`src/rtl/regfap_pkg.sv`:
```
// regfap_pkg: constants for the register field access policy block
package regfap_pkg;

  localparam int DATA_W = 32;
  localparam int LANES = 4;
  localparam int ADDR_W = 5;
  localparam int NUM_WORDS = 4;

  // byte offsets of the implemented words; slots 0x10..0x1C are unmapped
  localparam logic [ADDR_W-1:0] CTRL_OFF = 5'h00;
  localparam logic [ADDR_W-1:0] STAT_OFF = 5'h04;
  localparam logic [ADDR_W-1:0] HWST_OFF = 5'h08;
  localparam logic [ADDR_W-1:0] RSV_OFF = 5'h0C;

  // access size codes
  localparam logic [1:0] SZ_BYTE = 2'h0;
  localparam logic [1:0] SZ_HALF = 2'h1;
  localparam logic [1:0] SZ_WORD = 2'h2;

  localparam logic [DATA_W-1:0] BYTE_MASK = 32'h0000_00FF;
  localparam logic [DATA_W-1:0] HALF_MASK = 32'h0000_FFFF;
  localparam logic [DATA_W-1:0] WORD_MASK = 32'hFFFF_FFFF;

  // per-word field policy, index order: ctrl, stat, hwst, rsv
  // bits in none of the masks, except the ctrl fixed-zero field from CTRL_ZERO_LSB up, are reserved: unknown_value_field, zero_or_preserve_write
  localparam logic [DATA_W-1:0] RW_MASK [NUM_WORDS] = '{
    32'h0000_FFFF, 32'h0000_0000, 32'h0000_0000, 32'h0000_0000};
  localparam logic [DATA_W-1:0] W1C_MASK [NUM_WORDS] = '{
    32'h0000_0000, 32'h0000_00FF, 32'h0000_0000, 32'h0000_0000};
  localparam logic [DATA_W-1:0] RO_MASK [NUM_WORDS] = '{
    32'h0000_0000, 32'h0000_0000, 32'h0000_FFFF, 32'h0000_0000};
  // reads_fixed_one, writes_discarded (one_or_preserve_write from software)
  localparam logic [DATA_W-1:0] FIXED_ONE_MASK [NUM_WORDS] = '{
    32'h00FF_0000, 32'h0000_0000, 32'h0000_0000, 32'h0000_0000};
  localparam logic [DATA_W-1:0] RESET_VAL [NUM_WORDS] = '{
    32'h0000_0000, 32'h0000_0000, 32'h0000_0000, 32'h0000_0000};

  // ctrl field layout
  localparam int CTRL_ONE_LSB = 16;
  localparam int CTRL_ZERO_LSB = 24;

endpackage

```
`src/rtl/regfap_access.sv`:
```
// regfap_access: access port, lane mapping and policy words of the register bank
// Overview of operation
// fixed-one fields read all ones and discard writes.
// fixed-zero fields read all zeros and discard every write.
// software writes zero, or the value read earlier, to zero-or-preserve fields.
// software writes ones, or the value read earlier, to one-or-preserve fields.
// software always writes ones to should-write-one fields.
// write-one-clear bits read normally; writing 1 clears, 0 keeps.
// writing back a read value clears only bits set at that read.
// read-only bits return current value; write data is ignored.
// reserved bit positions behave as unknown-value, zero-or-preserve fields.
// such unknown-value fields read zero and ignore writes.
// every access completes, reserved or not; nothing stalls.
// little-endian: low address maps to least significant lane.
// halfword is aligned only at addresses divisible by 2.
// word is aligned only at addresses divisible by 4.
// software changes one field by read, modify, write back whole word.
// byte-lane write enables update only the addressed lanes.
`timescale 1ns/1ps
`default_nettype none
module regfap_access (
  input wire logic clk,
  input wire logic resetn,
  input wire logic acc_valid,
  input wire logic acc_write,
  input wire logic [1:0] acc_size,
  input wire logic [regfap_pkg::ADDR_W-1:0] acc_addr,
  input wire logic [regfap_pkg::DATA_W-1:0] acc_wdata,
  input wire logic [regfap_pkg::DATA_W-1:0] hw_set,
  input wire logic [regfap_pkg::DATA_W-1:0] hw_val,
  output logic acc_done,
  output logic acc_misaligned,
  output logic [regfap_pkg::DATA_W-1:0] acc_rdata,
  output logic [regfap_pkg::DATA_W-1:0] ctrl_q,
  output logic [regfap_pkg::DATA_W-1:0] stat_q
);
  import regfap_pkg::*;

  localparam int WIDX_W = ADDR_W - 2;

  // the word decoder picks a slot with three address bits and four byte lanes
  if (NUM_WORDS != 4 || LANES != 4 || DATA_W != 32 || ADDR_W != 5) begin : g_bad_geometry
    $error("regfap_access: package geometry not supported");
  end

  typedef struct packed {
    logic done;
    logic misaligned;
    logic [DATA_W-1:0] rdata;
  } regfap_top_st_t;

  regfap_top_st_t st_q;
  regfap_top_st_t st_d;
  logic aligned;
  logic [1:0] lane;
  logic [4:0] shift;
  logic [LANES-1:0] be;
  logic [DATA_W-1:0] size_mask;
  logic [DATA_W-1:0] wdata_lane;
  logic [DATA_W-1:0] word_rd;
  logic [WIDX_W-1:0] widx;
  logic [DATA_W-1:0] rd_arr [NUM_WORDS];
  logic [DATA_W-1:0] val_arr [NUM_WORDS];
  logic [NUM_WORDS-1:0] we_vec;

  assign lane = acc_addr[1:0];
  assign widx = acc_addr[ADDR_W-1:2];
  assign shift = {lane, 3'h0};

  always_comb begin
    // odd sizes and misaligned addresses still complete, but touch nothing
    case (acc_size)
      SZ_BYTE: begin
        aligned = 1'b1;
        size_mask = BYTE_MASK;
        be = 4'h1 << lane;
      end
      SZ_HALF: begin
        aligned = ~lane[0];
        size_mask = HALF_MASK;
        be = 4'h3 << lane;
      end
      SZ_WORD: begin
        aligned = (lane == 2'h0);
        size_mask = WORD_MASK;
        be = 4'hF;
      end
      default: begin
        aligned = 1'b0;
        size_mask = WORD_MASK;
        be = 4'h0;
      end
    endcase
    wdata_lane = (acc_wdata & size_mask) << shift;
  end

  for (genvar i = 0; i < NUM_WORDS; i++) begin : g_word
    assign we_vec[i] = acc_valid & acc_write & aligned & (widx == WIDX_W'(i));
    regfap_word #(
      .RW(RW_MASK[i]),
      .W1C(W1C_MASK[i]),
      .RO(RO_MASK[i]),
      .FIXED_ONE(FIXED_ONE_MASK[i]),
      .RST(RESET_VAL[i])
    ) u_word (
      .clk(clk),
      .resetn(resetn),
      .we(we_vec[i]),
      .be(be),
      .wdata(wdata_lane),
      .hw_set(hw_set),
      .hw_val(hw_val),
      .rdata(rd_arr[i]),
      .val_q(val_arr[i])
    );
  end

  // unmapped word slots read zero like reserved bits
  assign word_rd = (widx < WIDX_W'(NUM_WORDS)) ? rd_arr[widx[1:0]] : '0; // see

  always_comb begin
    st_d = st_q;
    st_d.done = acc_valid;
    st_d.misaligned = acc_valid & ~aligned;
    if (acc_valid) begin
      if (!acc_write && aligned) begin
        st_d.rdata = (word_rd >> shift) & size_mask;
      end else begin
        st_d.rdata = '0;
      end
    end
  end

  always_ff @(posedge clk or negedge resetn) begin
    if (!resetn) begin
      st_q <= '{done: 1'b0, misaligned: 1'b0, rdata: '0};
    end else begin
      st_q <= st_d;
    end
  end

  assign acc_done = st_q.done;
  assign acc_misaligned = st_q.misaligned;
  assign acc_rdata = st_q.rdata;
  assign ctrl_q = val_arr[0];
  assign stat_q = val_arr[1];

  property p_fixed_one_reads;
    @(posedge clk) disable iff (!resetn)
    (acc_valid && !acc_write && acc_size == SZ_WORD && acc_addr == CTRL_OFF)
      |=> (acc_rdata[CTRL_ZERO_LSB-1:CTRL_ONE_LSB] == 8'hFF);
  endproperty
  a_fixed_one_reads: assert property (p_fixed_one_reads)
    else $error("fixed-one field did not read ones");

  property p_fixed_zero_reads;
    @(posedge clk) disable iff (!resetn)
    (acc_valid && !acc_write && acc_size == SZ_WORD && acc_addr == CTRL_OFF)
      |=> (acc_rdata[31:CTRL_ZERO_LSB] == 8'h00);
  endproperty
  a_fixed_zero_reads: assert property (p_fixed_zero_reads)
    else $error("fixed-zero field did not read zero");

  property p_rsv_reads_zero;
    @(posedge clk) disable iff (!resetn)
    (acc_valid && !acc_write && acc_addr == RSV_OFF) |=> (acc_rdata == 32'h0000_0000);
  endproperty
  a_rsv_reads_zero: assert property (p_rsv_reads_zero) // see
    else $error("reserved word read nonzero");

  property p_ro_reads_live;
    @(posedge clk) disable iff (!resetn)
    (acc_valid && !acc_write && acc_size == SZ_WORD && acc_addr == HWST_OFF)
      |=> (acc_rdata[15:0] == $past(hw_val[15:0]) && acc_rdata[31:16] == 16'h0000);
  endproperty
  a_ro_reads_live: assert property (p_ro_reads_live)
    else $error("read-only field did not show hardware value");

  property p_always_done;
    @(posedge clk) disable iff (!resetn)
    acc_valid |=> acc_done;
  endproperty
  a_always_done: assert property (p_always_done)
    else $error("access did not complete in one cycle");

  property p_half_odd_misaligned;
    @(posedge clk) disable iff (!resetn)
    (acc_valid && acc_size == SZ_HALF && acc_addr[0]) |=> (acc_misaligned && acc_rdata == '0);
  endproperty
  a_half_odd_misaligned: assert property (p_half_odd_misaligned)
    else $error("odd halfword not flagged misaligned");

  property p_word_misaligned_no_write;
    @(posedge clk) disable iff (!resetn)
    (acc_valid && acc_write && acc_size == SZ_WORD && acc_addr[1:0] != 2'h0)
      |=> (acc_misaligned && ctrl_q == $past(ctrl_q));
  endproperty
  a_word_misaligned_no_write: assert property (p_word_misaligned_no_write)
    else $error("misaligned word write took effect");

  property p_byte_lane_read;
    @(posedge clk) disable iff (!resetn)
    (acc_valid && !acc_write && acc_size == SZ_BYTE && acc_addr == (CTRL_OFF + 5'h01))
      |=> (acc_rdata == {24'h00_0000, $past(ctrl_q[15:8])});
  endproperty
  a_byte_lane_read: assert property (p_byte_lane_read)
    else $error("byte read from wrong lane");

  property p_byte_write_keeps_lanes;
    @(posedge clk) disable iff (!resetn)
    (acc_valid && acc_write && acc_size == SZ_BYTE && acc_addr == CTRL_OFF)
      |=> (ctrl_q[15:8] == $past(ctrl_q[15:8]) && ctrl_q[7:0] == $past(acc_wdata[7:0]));
  endproperty
  a_byte_write_keeps_lanes: assert property (p_byte_write_keeps_lanes)
    else $error("byte write disturbed another lane");

  property p_w1c_clears;
    @(posedge clk) disable iff (!resetn)
    (acc_valid && acc_write && acc_size == SZ_WORD && acc_addr == STAT_OFF && hw_set == '0)
      |=> ((stat_q & $past(acc_wdata)) == 32'h0000_0000);
  endproperty
  a_w1c_clears: assert property (p_w1c_clears)
    else $error("write one did not clear status bit");

  // completion flags are one-cycle pulses, never left standing
  property p_done_pulse;
    @(posedge clk) disable iff (!resetn)
    !acc_valid |=> (!acc_done && !acc_misaligned);
  endproperty
  a_done_pulse: assert property (p_done_pulse)
    else $error("completion flag stood without an access");

  // read data holds between accesses so a slow reader still sees it
  property p_rdata_holds;
    @(posedge clk) disable iff (!resetn)
    !acc_valid |=> (acc_rdata == $past(acc_rdata));
  endproperty
  a_rdata_holds: assert property (p_rdata_holds)
    else $error("read data changed without an access");
endmodule // regfap_access
`default_nettype wire

```
`src/rtl/regfap_word.sv`:
```
// regfap_word: one 32-bit register word with per-bit access policy
`timescale 1ns/1ps
`default_nettype none
module regfap_word #(
  parameter logic [31:0] RW = 32'h0000_0000,
  parameter logic [31:0] W1C = 32'h0000_0000,
  parameter logic [31:0] RO = 32'h0000_0000,
  parameter logic [31:0] FIXED_ONE = 32'h0000_0000,
  parameter logic [31:0] RST = 32'h0000_0000
) (
  input wire logic clk,
  input wire logic resetn,
  input wire logic we,
  input wire logic [3:0] be,
  input wire logic [31:0] wdata,
  input wire logic [31:0] hw_set,
  input wire logic [31:0] hw_val,
  output logic [31:0] rdata,
  output logic [31:0] val_q
);
  import regfap_pkg::*;

  // a bit may carry one policy only; a clash would silently merge two behaviours
  localparam logic [31:0] CLASH = (RW & W1C) | (RW & RO) | (RW & FIXED_ONE) | (W1C & RO)
    | (W1C & FIXED_ONE) | (RO & FIXED_ONE);

  if (CLASH != 32'h0000_0000) begin : g_bad_masks
    $error("regfap_word: overlapping field policies");
  end

  typedef struct packed {
    logic [31:0] val;
  } regfap_word_st_t;

  regfap_word_st_t st_q;
  regfap_word_st_t st_d;
  logic [31:0] wmask;
  logic [31:0] rw_new;
  logic [31:0] w1c_new;

  always_comb begin
    wmask = {{8{be[3]}}, {8{be[2]}}, {8{be[1]}}, {8{be[0]}}} & {32{we}};
    rw_new = (st_q.val & ~wmask) | (wdata & wmask);
    // hardware set is or-ed in last so a same-cycle event beats the clear
    w1c_new = (st_q.val & ~(wmask & wdata)) | hw_set; // see
    st_d.val = (rw_new & RW) | (w1c_new & W1C); // see
  end

  always_ff @(posedge clk or negedge resetn) begin
    if (!resetn) begin
      st_q <= '{val: RST & (RW | W1C)};
    end else begin
      st_q <= st_d;
    end
  end

  // read-only bits show live hardware, fixed bits their constant, RW and W1C bits the stored value, rest zero
  assign rdata = (st_q.val & (RW | W1C)) | (hw_val & RO) | FIXED_ONE; // see
  assign val_q = st_q.val;

  property p_w1c_set_wins;
    @(posedge clk) disable iff (!resetn)
    ((hw_set & W1C) != 0) |=> ((val_q & $past(hw_set) & W1C) == ($past(hw_set) & W1C));
  endproperty
  a_w1c_set_wins: assert property (p_w1c_set_wins)
    else $error("status event lost against clear");

  property p_w1c_zero_keeps;
    @(posedge clk) disable iff (!resetn)
    (we && be == 4'hF) |=> (((val_q ^ $past(val_q)) & W1C & ~$past(wdata)
      & ~$past(hw_set)) == 0);
  endproperty
  a_w1c_zero_keeps: assert property (p_w1c_zero_keeps)
    else $error("status bit changed by writing zero");
endmodule // regfap_word
`default_nettype wire

```
`config.mk`:
```
export PLATFORM = sky130hd
export DESIGN_NAME = regfap_access
export DESIGN_NICKNAME = d
export VERILOG_FILES = /design/src/rtl/regfap_pkg.sv /design/src/rtl/regfap_access.sv /design/src/rtl/regfap_word.sv
export SDC_FILE = /design/constraint.sdc
export NUM_CORES = 1
export LEC_CHECK = 0
export BUFFER_PORTS_ARGS = -buffer_cell sky130_fd_sc_hd__buf_2
export CORE_UTILIZATION = 41
export DETAILED_ROUTE_END_ITERATION = 8
export PLACE_DENSITY = 0.82
export SLEW_MARGIN = 20
export SYNTH_ARGS = -nofsm -noshare
export SYNTH_HDL_FRONTEND = slang
export SYNTH_SLANG_ARGS = --single-unit
```
`constraint.sdc`:
```
create_clock -name clk -period 1.73 [get_ports clk]
set_clock_uncertainty 0.2 [all_clocks]
set_input_delay 0.173 -clock clk [delete_from_list [all_inputs] [get_ports clk]]
set_output_delay 0.173 -clock clk [all_outputs]
set_load 0.01 [all_outputs]
```
==> results.py, run 1 <==
metrics = {
    "pwr": {
        "clock_power_share_pct": 35.4,
        "internal-power_mw": 1.891,
        "sequentialPowerShare_pct": 42.7,
        "p_leak_nw": 1.912,
        "sw_frac_of_total_pct": 27.21,
        "ir_worst_vdd_mv": 0.4992,
        "switching_power_uw": 707.0,
        "pwr-share-comb_pct": 21.9,
        "p_per_area_mw_per_mm2": 719.3,
    },
    "placed_design": {
        "dp_hpwl_um": 5387,
        "place_ws_ns": 0.07332,
        "gp_congestion": 0.8418,
        "io_buffers": 100,
    },
    "critical_path": {
        "crit_path_max_fanout": 3,
        "worst_setup_path_start_kind": "register",
        "required_ns": 1.69,
        "worstPathArrival_ns": 1.41,
        "ff2ff_path_depth": 4,
        "cp-end-kind": "register",
        "path_class": "register to register",
    },
    "synthesis": {
        "synthAdderAreaFrac_pct": 0,
        "seq_area_frac_synth_pct": 38.04,
        "synthFlopType": "dfrtp_1",
        "synth.cell_area_mm2": 0.002829,
        "syn_avg_cell_area_um2": 9.590,
        "synth_cells": 295,
        "synth-xor-area-share_pct": 0,
        "yosys.area_share.simple_pct": 12.12,
        "ys_ff_latch": 43,
        "synth.distinct_cells": 37,
        "synth-compound-area-share_pct": 13.40,
        "synth_edf_count": 0,
        "synth_most_common_cell": "buf_4",
        "synth_top_cells_by_count": "buf_4, dfrtp_1, mux2i_1",
        "synth_area_leaders": "dfrtp_1, buf_4, mux2i_1",
        "synthMuxAreaShare_pct": 14.86,
        "yosys.area.top_type": "dfrtp_1",
        "synth_top_family_by_area": "buffers and inverters",
        "synthArstFlopShare_pct": 100.0,
        "yosys_warnings": 0,
        "synth.top_cell.area_share_pct": 38.04,
    },
    "global_route": {
        "grt_use_met3_pct": 3.599,
        "antenna_found_initial": 0,
        "grt_max_degree": 24,
        "grtUsageTotal_pct": 20.05,
        "grt_pass1_vias": 2382,
        "grtUsageMet2_pct": 35.12,
        "busiest_layer": "met2",
        "grt.overflow.total": 0,
        "grt_pass1_wl_um": 11390,
        "met1_usage_pct": 25.23,
    },
    "route": {
        "viasPerCell": 4.805,
        "dr_total_vias": 2388,
        "routed_wl_um": 7148,
        "drt_pass1_iterations": 4,
        "drt_iter0_drc": 108,
        "drc_errors": 0,
        "wire_per_inst_um": 14.38,
        "ant_nets": 0,
    },
    "cts": {
        "post-cts-setup-buffers": 0,
        "cts.sinks": 43,
        "clk_pin_slew_ns": 0.08,
        "cts_buffers": 5,
        "hold_buffers": 18,
        "cts_tree": "yes",
        "cts-resized-gates": 0,
        "htreeDepth": 2,
        "cts_root_buffer": "clkbuf_8",
        "cts_buffer_depth": 2,
        "clock_latency_ns": 0.29,
    },
    "floorplan": {
        "initial_core_util_pct": 43.56,
        "die_h_um": 85.07,
        "die_x_um": 85.07,
        "pin_count": 205,
        "rows": 29,
        "core_mm2": 0.006495,
        "dieArea_mm2": 0.007236,
    },
    "finish": {
        "finish.utilization_pct": 55.62,
        "area.growth.synth_to_final_pct": 27.69,
        "n_antenna_cell": 0,
        "nets": 526,
        "drive_above_1_share_pct": 34.52,
    },
    "sta": {
        "fin_setup_tns_ns": 0,
        "worst_pin_slew_ns": 0.5142,
        "setup_viol": 0,
        "finalCritPeriodShare_pct": 84.09,
        "max_freq_mhz": 687.4,
        "hold_viol": 0,
        "fin_crit_ns": 1.455,
        "relSlewSlack_pct": 65.59,
        "rsz0062_at_grt": "no",
        "post-route-worst-setup-slack_ns": 0.2752,
        "slew_viol_final": 0,
    },
    "run": {
        "maxCapViolations": 0,
    },
    "hold_path": {
        "hp-class": "primary input to register",
        "hold_depth": 2,
        "hold_start": "acc_valid",
    },
    "run_status": {
        "outcome": "finished clean",
    },
}
==> stage by stage <==
stage	area, um2	std cells	power (mW)	hold slack (ns)
after floorplan	3005	342	1.505	-0.3226
after global placement	3299	471	1.644	-0.04125
after detailed placement	3299	471	1.662	-0.03711
after CTS	3612	497	2.603	0.03996
after global routing	3612	497	2.723	0.03422
final	3612	497	2.598	0.04316
==> critical path: stages, from the launching register on <==
cell      delay, ns
dfrtp_1        0.40
mux2i_1        0.18
nor2_1         0.08
a221oi_1       0.35
o22ai_1        0.12
==> path summary, 6_finish.rpt <==
check | slack [ns] | endpoint
worst max-delay path | 0.28 | acc_rdata[0]$_DFFE_PN0P_
worst min-delay path | 0.04 | acc_done$_DFF_PN0_
worst max register to register | 0.28 | acc_rdata[0]$_DFFE_PN0P_
worst min register to register | 0.31 | g_word[1].u_word.val_q[6]$_DFF_PN0_
max in group asynchronous | 0.66 | async pin
min in group asynchronous | 0.17 | g_word[1].u_word.val_q[2]$_DFF_PN0_
==> power groups by stage <==
stage               combinational [mW]  sequential (mW)  clock (mW)
global placement                 0.518             1.13           0
CTS                              0.566             1.11       0.929
finish                           0.569             1.11       0.920
floorplan                        0.352             1.15           0
global route                     0.622             1.12       0.983
detailed placement               0.534             1.13           0
==> placed cells by master (no fill, tap or decap), types with 2 or more instances in the layout <==
master,Yosys,final
a311oi_1,2,2
a21boi_0,2,2
o22ai_1,15,15
o21ai_0,6,6
mux2i_1,33,33
dfrtp_1,43,43
dlygate4sd3_1,0,18
a221oi_1,6,6
nand2b_1,2,2
clkbuf_8,1,5
nand3b_1,6,6
mux2_2,8,8
o2111ai_4,2,2
nor2_1,28,28
nand3_1,10,10
buf_2,5,100
bufinv_16,0,2
buf_4,57,20
a22oi_1,2,2
nor3_1,3,3
buf_12,0,3
nand2_1,9,9
inv_1,25,25
nor2b_1,2,2
a21o_1,8,8
conb_1,1,48
==> routing by layer <==
| metal | vias up | share of wire, % |
|---|---|---|
| met4 | 0 | 1.4 |
| met1 | 1119 | 44 |
| met5 | - | 0 |
| met2 | 104 | 50 |
| li1 | 1156 | - |
| met3 | 9 | 4.4 |
==> cell type report <==
class                           count  area [um2]
Clock buffer                        6       72.57
Clock inverter                      2       60.06
Fill cell                         560        2883
Inverter                           25       93.84
Multi-Input combinational cell    203        1323
Sequential cell                    43        1076
Tap cell                           77       96.34
Timing Repair Buffer              141       890.9
==> cells by family (layout without fill, tap and decap cells) <==
family | Yosys count | count (layout)
AOI/OAI and AO/OA | 48 | 48
buffers and inverters | 96 | 174
DFF | 43 | 43
muxes | 41 | 41
other | 1 | 48
and+or+nand+nor | 66 | 66
Note: power is estimated with default switching activity, not from simulation.
==> run 2, diff against run 1 <==
clock period = 1.5 ns   (was 1.73 ns; I/O delays follow)
==> run 2 against run 1 <==
Against the previous run: global-route usage grew 0.67 points; utilization grew 0.29 points; first-iteration DRC count shrank 2.8%; die area is the same; cell count grew 1.6%; hold slack lost 0.032 ns; sequential power grew 15%; total power grew 3.1%; non-clock buffer count grew 8; flip-flop and latch count is the same; setup slack lost 0.22 ns; cell area grew 0.52%; largest power group unchanged.
==> results.py, run 2 (synthesis results as in run 1) <==
metrics = {
    "hold_path": {
        "hold_end": "acc_done$_DFF_PN0_",
        "hold_start": "acc_valid",
        "hp-class": "primary input to register",
        "hold_depth": 2,
    },
    "cts": {
        "cts_tree": "yes",
        "cts_buffer_depth": 2,
        "cts.sinks": 43,
        "cts_root_buffer": "clkbuf_8",
        "htreeDepth": 2,
        "clk_pin_slew_ns": 0.08,
        "cts_buffers": 5,
        "clock_latency_ns": 0.30,
        "post-cts-setup-buffers": 0,
    },
    "global_route": {
        "busiest_layer": "met2",
        "grtUsageTotal_pct": 20.73,
        "grt_max_degree": 44,
        "antenna_found_initial": 0,
        "grtUsageMet2_pct": 35.48,
        "grt_pass1_wl_um": 11670,
        "grt.overflow.total": 0,
        "grt_pass1_vias": 2407,
        "grt_use_met3_pct": 3.696,
        "met1_usage_pct": 26.12,
    },
    "route": {
        "drt_pass1_iterations": 4,
        "dr_total_vias": 2410,
        "drt_iter0_drc": 105,
        "ant_nets": 0,
        "wire_per_inst_um": 14.49,
        "viasPerCell": 4.772,
        "drc_errors": 0,
        "routed_wl_um": 7316,
    },
    "floorplan": {
        "die_h_um": 85.07,
        "dieArea_mm2": 0.007236,
        "die_x_um": 85.07,
        "initial_core_util_pct": 43.56,
        "core_mm2": 0.006495,
        "pin_count": 205,
        "rows": 29,
    },
    "finish": {
        "multi_input_area_mm2": 0.001348,
        "drive_above_1_share_pct": 36.68,
        "area.growth.synth_to_final_pct": 28.35,
        "layout_commonest_cell": "buf_2",
        "ff_latch_area_mm2": 0.001076,
        "nets": 534,
        "layout_common_cells": "buf_2, conb_1, dfrtp_1, mux2i_1, buf_4",
        "n_antenna_cell": 0,
        "fillers": 567,
    },
    "critical_path": {
        "r2r_setup_slack_ns": 0.05,
        "cp-end-kind": "register",
        "worst_setup_path_start_kind": "register",
        "path_class": "register to register",
        "r2r-end": "acc_rdata[1]$_DFFE_PN0P_",
        "crit_path_max_fanout": 3,
        "required_ns": 1.47,
        "ff2ff_path_depth": 4,
        "worstPathArrival_ns": 1.41,
    },
    "sta": {
        "worst_pin_slew_ns": 0.6724,
        "fin_crit_ns": 1.446,
        "slew_viol_final": 0,
        "rsz0062_at_grt": "no",
        "finalCritPeriodShare_pct": 96.41,
        "relSlewSlack_pct": 55.01,
        "post-route-worst-setup-slack_ns": 0.05380,
        "whs_ns": 0.01125,
        "max_freq_mhz": 691.5,
        "setup_viol": 0,
        "hold_viol": 0,
    },
    "placed_design": {
        "place_ws_ns": -0.1327,
        "dp_hpwl_um": 5489,
        "gp_congestion": 0.8588,
        "io_buffers": 100,
    },
    "run_status": {
        "outcome": "finished clean",
    },
    "pwr": {
        "ir_worst_vdd_mv": 0.6177,
        "p_leak_nw": 1.934,
        "p_per_area_mw_per_mm2": 737.6,
    },
    "run": {
        "maxCapViolations": 0,
    },
}
==> run 2: cell types whose count changed in the layout (fill, tap and decap cells not counted), sizes merged <==
cell / change
bufinv: -2
clkinv: +1
clkbuf: +1
buf: +9
dlygate4sd3: -1
==> run 2: where the power goes <==
| group | internal [mW] | switching, mW |
|---|---|---|
| Combinational | 0.298 | 0.382 |
| Sequential | 1.23 | 0.0542 |
| Clock | 0.327 | 0.388 |
==> run 2: timing repair <==
item,in CTS,in global routing
hold buffers,17,0
endpoints found under the hold margin,59,0
setup endpoints to repair,0,4
resized for setup,0,4
==> run 2: layout make-up <==
type                    count  area share [%]
clock buffers               7           2.102
multi-input cells         203           37.11
inverters                  25           2.584
clock inverters             1          0.1378
flip-flops and latches     43           29.63
repair buffers            149           25.78
well taps                  77           2.653
==> run 2: worst max path at each step <==
stage / slack, ns / from / endpoint
global placement: -0.09 / acc_addr[2] / register
CTS: 0.03 / register / acc_rdata[0]$_DFFE_PN0P_
finish: 0.05 / register / acc_rdata[1]$_DFFE_PN0P_
detailed placement: -0.13 / acc_addr[3] / g_word[1].u_word.val_q[0]$_DFF_PN0_
global route: 0.004 / register / acc_rdata[1]$_DFFE_PN0P_
floorplan: 0.07 / acc_size[1] / register
==> run 2: routing by layer <==
layer	routed length (um)	part of all wire, %
met5	0	0
met4	113	1.5
met3	422	5.8
met2	3644	50
met1	3135	43
==> run 2: worst max-delay path, cell delays in order, from the launching register on <==
cell      delay [ns]
dfrtp_1         0.41
mux2i_1         0.15
o21ai_0         0.12
a221oi_1        0.33
o22ai_1         0.11
==> run 2: through the flow <==
step	std cells	TNS, ns	total power [mW]	utilization, %	instance area, um2
finish	505	0	2.678	55.90	3631
global route	505	0	2.801	55.90	3631
CTS	505	0	2.670	55.52	3606
detailed placement	480	-3.180	1.933	51.65	3354
global placement	480	-1.984	1.910	51.65	3354
floorplan	342	0	1.736	-	3005
